**config.mk**
```make
export PLATFORM = sky130hd
export DESIGN_NAME = dcs_scheduler
export DESIGN_NICKNAME = d
export VERILOG_FILES = /design/src/design/dcs_pkg.sv /design/src/design/dcs_cls_if.sv /design/src/design/dcs_classifier.sv /design/src/design/dcs_scheduler.sv
export SDC_FILE = /design/constraint.sdc
export NUM_CORES = 2
export LEC_CHECK = 0
export ABC_CLOCK_PERIOD_IN_PS = 56000
export BUFFER_PORTS_ARGS = -buffer_cell sky130_fd_sc_hd__buf_2
export CORE_MARGIN = 2
export CORE_UTILIZATION = 45
export DETAILED_ROUTE_END_ITERATION = 10
export GPL_ROUTABILITY_DRIVEN = 0
export PLACE_DENSITY_LB_ADDON = 0.05
export SLEW_MARGIN = 15
export SYNTH_ARGS = -nofsm -noshare
export SYNTH_HDL_FRONTEND = slang
export SYNTH_SLANG_ARGS = --single-unit
```
**constraint.sdc**
```tcl
create_clock -name clk_i -period 56 [get_ports clk_i]
set_input_delay 11.2 -clock clk_i [delete_from_list [all_inputs] [get_ports clk_i]]
set_output_delay 11.2 -clock clk_i [all_outputs]
set_load 0.02 [all_outputs]
```
**src/design/dcs_pkg.sv**
```systemverilog
package dcs_pkg;
   // Age limit scaling: field x 16 x 2 DDR3 clock cycles
   localparam int unsigned AGE_SCALE_A      = 16;
   localparam int unsigned AGE_SCALE_B      = 2;
   localparam logic [7:0]  AGE_LIMIT_RESET  = 8'hFF;
   localparam int unsigned AGE_LIMIT_W      = 8;
   localparam int unsigned AGE_CNT_W        = 14;
   localparam int unsigned FIFO_DEPTH       = 8;
   localparam int unsigned NUM_CLASSES      = 4;
   localparam int unsigned CLASS_W          = 2;
   localparam int unsigned LAT_W            = 12;
   localparam int unsigned ADDR_W           = 32;
   localparam int unsigned BANK_W           = 3;
   localparam int unsigned MID_W            = 4;
   localparam logic [11:0] LAT_RESET        = 12'h0FF;
endpackage

```
**src/design/dcs_cls_if.sv**
```systemverilog
`timescale 1ns/10ps
// Class lookup request and answer between scheduler and classifier
interface dcs_cls_if;
   import dcs_pkg::*;
   logic [1:0]        prio;
   logic [MID_W-1:0]  mid;
   logic [CLASS_W-1:0] cls;
   modport req (output prio, output mid, input cls);
   modport rsp (input prio, input mid, output cls);
endinterface

```
**src/design/dcs_classifier.sv**
```systemverilog
`timescale 1ns/10ps
// Maps a master's bus priority or identifier onto a service class
module dcs_classifier
   import dcs_pkg::*;
(
   // Control
   input  wire logic                        use_mid_i,
   input  wire logic [NUM_CLASSES*MID_W-1:0] mid_match_i,
   // Lookup
   dcs_cls_if.rsp                           lk
);
   always_comb begin
      lk.cls = lk.prio;
      if (use_mid_i) begin
         lk.cls = CLASS_W'(NUM_CLASSES - 1);
         for (int i = NUM_CLASSES - 1; i >= 0; i--) begin
            if (mid_match_i[i*MID_W +: MID_W] == lk.mid) begin
               lk.cls = CLASS_W'(i);
            end
         end
      end
   end
endmodule

```
**src/design/dcs_scheduler.sv**
```systemverilog
`timescale 1ns/10ps
// How it works
// - Each queued command is ranked by a service class taken from master priority or master identifier.
// - Every service class has its own programmable latency limit bounding its wait before promotion.
// - A class with a smaller latency limit counts as higher priority than one with a larger limit.
// - An expired read blocks lower-class reads but never any write.
// - An expired write blocks lower-class writes but never any read.
// - Writes to an already open bank win over all but an aged oldest command, even over an expired read.
// - The oldest command is tracked regardless of class and issued once its age limit expires.
// - The age limit in clock cycles is the configured field times 16 times 2.
// - After reset the age limit field holds 0xFF.
module dcs_scheduler
   import dcs_pkg::*;
#(
   parameter int DEPTH = FIFO_DEPTH
)
(
   // Clock and reset
   input  wire logic                          clk_i,
   input  wire logic                          resetn_i,
   // Configuration
   input  wire logic [AGE_LIMIT_W-1:0]        age_limit_i,
   input  wire logic                          age_limit_load_i,
   input  wire logic [NUM_CLASSES*LAT_W-1:0]  class_lat_i,
   input  wire logic                          use_mid_i,
   input  wire logic [NUM_CLASSES*MID_W-1:0]  mid_match_i,
   // Command in from bus masters
   input  wire logic                          cmd_valid_i,
   output logic                               cmd_ready_o,
   input  wire logic                          cmd_write_i,
   input  wire logic [ADDR_W-1:0]             cmd_addr_i,
   input  wire logic [BANK_W-1:0]             cmd_bank_i,
   input  wire logic [1:0]                    cmd_prio_i,
   input  wire logic [MID_W-1:0]              cmd_mid_i,
   // Memory side
   input  wire logic [(1<<BANK_W)-1:0]        bank_open_i,
   input  wire logic                          mem_ready_i,
   output logic                               mem_valid_o,
   output logic                               mem_write_o,
   output logic [ADDR_W-1:0]                  mem_addr_o,
   output logic [CLASS_W-1:0]                 mem_class_o,
   // Status
   output logic [AGE_LIMIT_W-1:0]             age_limit_o
);
   localparam int IW = $clog2(DEPTH);

   logic rst_s1_q;
   logic rst_n;
   always_ff @(posedge clk_i or negedge resetn_i) begin
      if (!resetn_i) begin
         rst_s1_q <= 1'b0;
         rst_n    <= 1'b0;
      end else begin
         rst_s1_q <= 1'b1;
         rst_n    <= rst_s1_q;
      end
   end

   dcs_cls_if lk ();
   assign lk.prio = cmd_prio_i;
   assign lk.mid  = cmd_mid_i;
   dcs_classifier u_cls (
      .use_mid_i   (use_mid_i),
      .mid_match_i (mid_match_i),
      .lk          (lk)
   );

   // Age limit field
   logic [AGE_LIMIT_W-1:0] age_lim_q;
   always_ff @(posedge clk_i or negedge rst_n) begin
      if (!rst_n) begin
         age_lim_q <= AGE_LIMIT_RESET;
      end else if (age_limit_load_i) begin
         age_lim_q <= age_limit_i;
      end
   end
   assign age_limit_o = age_lim_q;
   logic [AGE_CNT_W-1:0] age_cycles;
   assign age_cycles = AGE_CNT_W'(age_lim_q) * AGE_CNT_W'(AGE_SCALE_A) * AGE_CNT_W'(AGE_SCALE_B);

   // Command slots
   logic [DEPTH-1:0]  vld_q;
   logic              wr_q   [DEPTH];
   logic [ADDR_W-1:0] addr_q [DEPTH];
   logic [BANK_W-1:0] bank_q [DEPTH];
   logic [CLASS_W-1:0] cls_q [DEPTH];
   logic [LAT_W-1:0]  wait_q [DEPTH];
   logic [AGE_CNT_W-1:0] age_q [DEPTH];
   logic [31:0]       seq_q  [DEPTH];
   logic [31:0]       seq_next_q;

   logic [DEPTH-1:0] expired;
   logic [DEPTH-1:0] aged;
   logic [LAT_W-1:0] lim [DEPTH];

   genvar g;
   generate
      for (g = 0; g < DEPTH; g++) begin : g_slot
         assign lim[g]     = class_lat_i[cls_q[g]*LAT_W +: LAT_W];
         assign expired[g] = vld_q[g] && (wait_q[g] >= lim[g]);
         assign aged[g]    = vld_q[g] && (age_q[g] >= age_cycles);
      end
   endgenerate

   // Free slot search
   logic          free_found;
   logic [IW-1:0] free_idx;
   always_comb begin
      free_found = 1'b0;
      free_idx   = '0;
      for (int i = DEPTH - 1; i >= 0; i--) begin
         if (!vld_q[i]) begin
            free_found = 1'b1;
            free_idx   = IW'(i);
         end
      end
   end
   assign cmd_ready_o = free_found;

   // Oldest command
   logic [IW-1:0] old_idx;
   always_comb begin
      old_idx = '0;
      for (int i = 0; i < DEPTH; i++) begin
         if (vld_q[i] && (!vld_q[old_idx] || seq_q[i] < seq_q[old_idx])) begin
            old_idx = IW'(i);
         end
      end
   end

   // Per direction: most urgent expired class (smallest limit)
   logic              rd_exp_any, wr_exp_any;
   logic [LAT_W-1:0]  rd_exp_lim, wr_exp_lim;
   always_comb begin
      rd_exp_any = 1'b0;
      wr_exp_any = 1'b0;
      rd_exp_lim = '1;
      wr_exp_lim = '1;
      for (int i = 0; i < DEPTH; i++) begin
         if (expired[i] && !wr_q[i] && lim[i] <= rd_exp_lim) begin
            rd_exp_any = 1'b1;
            rd_exp_lim = lim[i];
         end
         if (expired[i] && wr_q[i] && lim[i] <= wr_exp_lim) begin
            wr_exp_any = 1'b1;
            wr_exp_lim = lim[i];
         end
      end
   end

   // Pick: aged oldest, then open-bank write, then expired, then oldest eligible
   logic          pick_ok;
   logic [IW-1:0] pick_idx;
   logic          elig;
   logic          cand;
   always_comb begin
      pick_ok  = 1'b0;
      pick_idx = '0;
      elig     = 1'b0;
      cand     = 1'b0;
      if (aged[old_idx]) begin
         pick_ok  = 1'b1;
         pick_idx = old_idx;
      end else begin
         for (int i = 0; i < DEPTH; i++) begin
            cand = vld_q[i] && wr_q[i] && bank_open_i[bank_q[i]];
            if (!pick_ok && cand) begin
               pick_ok  = 1'b1;
               pick_idx = IW'(i);
            end
         end
         for (int i = 0; i < DEPTH; i++) begin
            cand = expired[i] && (wr_q[i] ? lim[i] == wr_exp_lim : lim[i] == rd_exp_lim);
            if (!pick_ok && cand) begin
               pick_ok  = 1'b1;
               pick_idx = IW'(i);
            end
         end
         for (int i = 0; i < DEPTH; i++) begin
            // Lower classes blocked only within the same direction
            elig = vld_q[i] &&
                   !(!wr_q[i] && rd_exp_any && lim[i] > rd_exp_lim) &&
                   !(wr_q[i] && wr_exp_any && lim[i] > wr_exp_lim);
            if (!pick_ok && elig && (!vld_q[pick_idx] || seq_q[i] < seq_q[pick_idx] || pick_idx == IW'(i))) begin
               pick_idx = IW'(i);
            end
         end
         if (!pick_ok && vld_q[pick_idx]) begin
            pick_ok = !(!wr_q[pick_idx] && rd_exp_any && lim[pick_idx] > rd_exp_lim) &&
                      !(wr_q[pick_idx] && wr_exp_any && lim[pick_idx] > wr_exp_lim);
         end
      end
   end

   logic out_busy_q;
   logic issue;
   assign issue = pick_ok && (!out_busy_q || mem_ready_i);

   always_ff @(posedge clk_i or negedge rst_n) begin
      if (!rst_n) begin
         seq_next_q <= 32'h0000_0000;
      end else if (cmd_valid_i && free_found) begin
         seq_next_q <= seq_next_q + 32'h0000_0001;
      end
   end

   generate
      for (g = 0; g < DEPTH; g++) begin : g_upd
         always_ff @(posedge clk_i or negedge rst_n) begin
            if (!rst_n) begin
               vld_q[g]  <= 1'b0;
               wr_q[g]   <= 1'b0;
               addr_q[g] <= '0;
               bank_q[g] <= '0;
               cls_q[g]  <= '0;
               wait_q[g] <= '0;
               age_q[g]  <= '0;
               seq_q[g]  <= 32'h0000_0000;
            end else if (cmd_valid_i && free_found && free_idx == IW'(g)) begin
               vld_q[g]  <= 1'b1;
               wr_q[g]   <= cmd_write_i;
               addr_q[g] <= cmd_addr_i;
               bank_q[g] <= cmd_bank_i;
               cls_q[g]  <= lk.cls;
               wait_q[g] <= '0;
               age_q[g]  <= '0;
               seq_q[g]  <= seq_next_q;
            end else if (issue && pick_idx == IW'(g)) begin
               vld_q[g] <= 1'b0;
            end else if (vld_q[g]) begin
               if (wait_q[g] != '1) wait_q[g] <= wait_q[g] + LAT_W'(1);
               if (age_q[g] != '1) age_q[g] <= age_q[g] + AGE_CNT_W'(1);
            end
         end
      end
   endgenerate

   always_ff @(posedge clk_i or negedge rst_n) begin
      if (!rst_n) begin
         out_busy_q  <= 1'b0;
         mem_write_o <= 1'b0;
         mem_addr_o  <= '0;
         mem_class_o <= '0;
      end else if (issue) begin
         out_busy_q  <= 1'b1;
         mem_write_o <= wr_q[pick_idx];
         mem_addr_o  <= addr_q[pick_idx];
         mem_class_o <= cls_q[pick_idx];
      end else if (mem_ready_i) begin
         out_busy_q <= 1'b0;
      end
   end
   assign mem_valid_o = out_busy_q;
endmodule

```
==> results.json <==
{
  "antenna_found_initial": 34,
  "r2r-start": "cls_q[14]$_DFFE_PN0P_",
  "r2r_end": "age_q[50]$_DFFE_PN0P_",
  "finalSetupViolations": 252,
  "clk_pin_slew_worst_paths_ps": 60,
  "dp_hpwl_mm": 301,
  "io_pins": 173,
  "hold_path_depth": 0,
  "wl_per_cell_um": 27.7,
  "rows": 159,
  "fin_nets": 13494,
  "hold_buffers": 0,
  "area_delta_synth_final_pct": 26.5,
  "track_usage_pct": 41.7,
  "synth.distinct_cells": 111,
  "ys_seq_area_share_pct": 25.3,
  "fin_util_pct": 57.1,
  "cts_tree": "yes",
  "max_freq_ghz": 0.0162,
  "fp.dieW_um": 438,
  "clockRootBuffer": "clkbuf_16",
  "async_reset_ff_share_pct": 100,
  "postSynthCellCount": 10877,
  "clkLatencyLatePin_ps": 800,
  "synth-edff-count": 0,
  "hp-start": "rst_s1_q$_DFF_PN0_",
  "dr_total_vias": 95077,
  "yosysWarnings": 0,
  "htreeDepth": 3,
  "critPathArrivalTime_ps": 62380,
  "cp-end-kind": "register",
  "fin_cells": 14971,
  "grt_start_max_net_pins": 145,
  "synthTopCellsByArea": "dfrtp_1, ha_1, nand2_1",
  "avgSynthCellArea_um2": 7.78,
  "rrSetupSlack_ps": 3800,
  "ant_nets": 0,
  "synth_area_leader_cell": "dfrtp_1",
  "synth_top_area_share_pct": 25.0,
  "worstPathMaxFanout": 20,
  "syn_area_um2": 84700,
  "worstMarginPinSlew_ps": 1450,
  "hold_end": "rst_n$_DFF_PN0_",
  "viasPerCell": 6.35,
  "skew_ps": 52.7,
  "worst_slew_margin_rel_pct": 2.96,
  "grt_pass1_vias": 89268,
  "fin_crit_ps": 61720,
  "grt_pass1_wl_mm": 596,
  "synthTopCellsByCount": "nand2_1, ha_1, dfrtp_1",
  "crit_top_cell": "buf_4",
  "worst_slack_ps": -5720,
  "worstPathRequired_ps": 56650,
  "clk_path_buf_depth": 3,
  "maxSlewViolCount": 0,
  "fin_hold_ws_ps": 356,
  "portBuffers": 168,
  "die_h_um": 438,
  "crit_path_max_incr_delay_ps": 600,
  "synth-seq-cells": 854,
  "start_kind": "primary input",
  "period_share_pct": 110,
  "dr.pass1.iters": 11,
  "status": "complete, but fails checks",
  "hp-class": "reg2reg",
  "routed_wl_mm": 415,
  "path_class": "in2reg",
  "maxCapViolations": 0,
  "setup_tns_ps": -1394290,
  "core_um2": 187000,
  "violations": "DRC, setup timing",
  "critPathSlowestCell": "a2111o_2",
  "cts_inserted_buffers": 100,
  "grt.overflow.total": 0,
  "drtIter0Drc": 12840,
  "rsz0062_at_grt": "true",
  "drc_errors": 6,
  "synth_ff_type": "dfrtp_1",
  "dpl.cell_count": 14633,
  "drive_above_1_share_pct": 22.1,
  "die_area_um2": 192000,
  "finalHoldViolCount": 0,
  "worstRegToRegCells": 273,
  "cts.sinks": 854,
  "post-synth-top-count-cell": "nand2_1",
  "initial_core_util_pct": 45.2
}
-- logic make-up (layout without fill, tap and decap cells) --
logic type,Yosys count,after routing,share of synthesized area (%)
simple gates,4457,4459,23.2
compound gates,2805,2806,21.7
buf+inv,1033,2342,4.84
fa+ha+maj,989,989,14.6
flops,854,854,25.3
mux,667,667,9.64
xor+xnor,70,70,0.724
other cells,2,289,0.00887
-- state kept, by name (all words and copies together), names as in the netlist, 16 cells and up --
signal / cells
seq_next_q: 32
addr_q: 256
wait_q: 96
seq_q: 256
cls_q: 16
bank_q: 24
mem_addr_o: 32
age_q: 112
-- worst max-delay path, delay by kind of cell --
kind / cells / cell delay (ps)
and+or+nand+nor: 79 / 12660
buffers and inverters: 47 / 7390
adders and majority gates: 18 / 5020
AOI/OAI and AO/OA: 124 / 24220
muxes: 6 / 1610
-- layout make-up --
type                       instances  area, um^2
antenna                           20        50.0
clock buffer                     144        2870
clock inverter                    36         414
fill                           17321       80300
inverter                         312        1180
multi-input combinational       9260       63000
sequential                       854       21400
tap                             2495        3120
timing repair buffer            1850       15100
-- per-stage QoR --
| step | setup slack, ps | area (um^2) |
|---|---|---|
| final | -5720 | 107000 |
| after floorplan | 1.90 | 86800 |
| after global placement | -7450 | 100000 |
| after detailed placement | -8230 | 100000 |
| after global routing | -7010 | 107000 |
| after CTS | -4480 | 105000 |
-- layout by cell type (no fill, tap or decap), types with 80 or more instances in the layout --
cell type / instances
mux2_2: 113
and3_1: 115
buf_4: 1518
o211ai_1: 196
nor2_1: 473
a21oi_1: 706
nand4_1: 230
mux2i_1: 429
a21o_1: 256
buf_2: 169
inv_1: 295
nand2b_1: 143
conb_1: 269
nand2_1: 2683
a21oi_2: 80
ha_1: 964
buf_12: 88
clkbuf_16: 109
nand3_1: 202
mux4_2: 105
dfrtp_1: 844
o21ai_0: 475
a31oi_1: 151
nor2b_1: 145
nor3_1: 88
-- layer usage --
layer | vias to the layer above | wire (um) | global-route usage, %
met4 | 36 | 30700 | 24.6
met1 | 45200 | 161000 | 54.3
met2 | 6172 | 164000 | 58.1
met5 | - | 452 | 0.670
met3 | 1668 | 58900 | 15.8
li1 | 42001 | - | -
-- repair_timing --
action,CTS,global route
setup buffers,35,92
pin swaps,60,230
cloned,6,8
gates resized for setup,143,373
setup endpoints to repair,252,252
-- how the worst max path moves through the flow --
stage / from / to / slack [ps] / cells after the start
after detailed placement: class_lat_i[38] / mem_addr_o[1]$_DFFE_PN0P_ / -8230 / 283
after global placement: class_lat_i[36] / mem_addr_o[7]$_DFFE_PN0P_ / -7450 / 281
after global routing: class_lat_i[38] / age_q[49]$_DFFE_PN0P_ / -7010 / 291
after CTS: class_lat_i[38] / mem_addr_o[22]$_DFFE_PN0P_ / -4480 / 284
final: class_lat_i[38] / age_q[50]$_DFFE_PN0P_ / -5720 / 274
after floorplan: class_lat_i[36] / age_q[65]$_DFFE_PN0P_ / 2 / 283
Power is left out: the tool's default activity adds up to more than one toggle a clock period on the data nets, which glitch-free logic cannot reach.
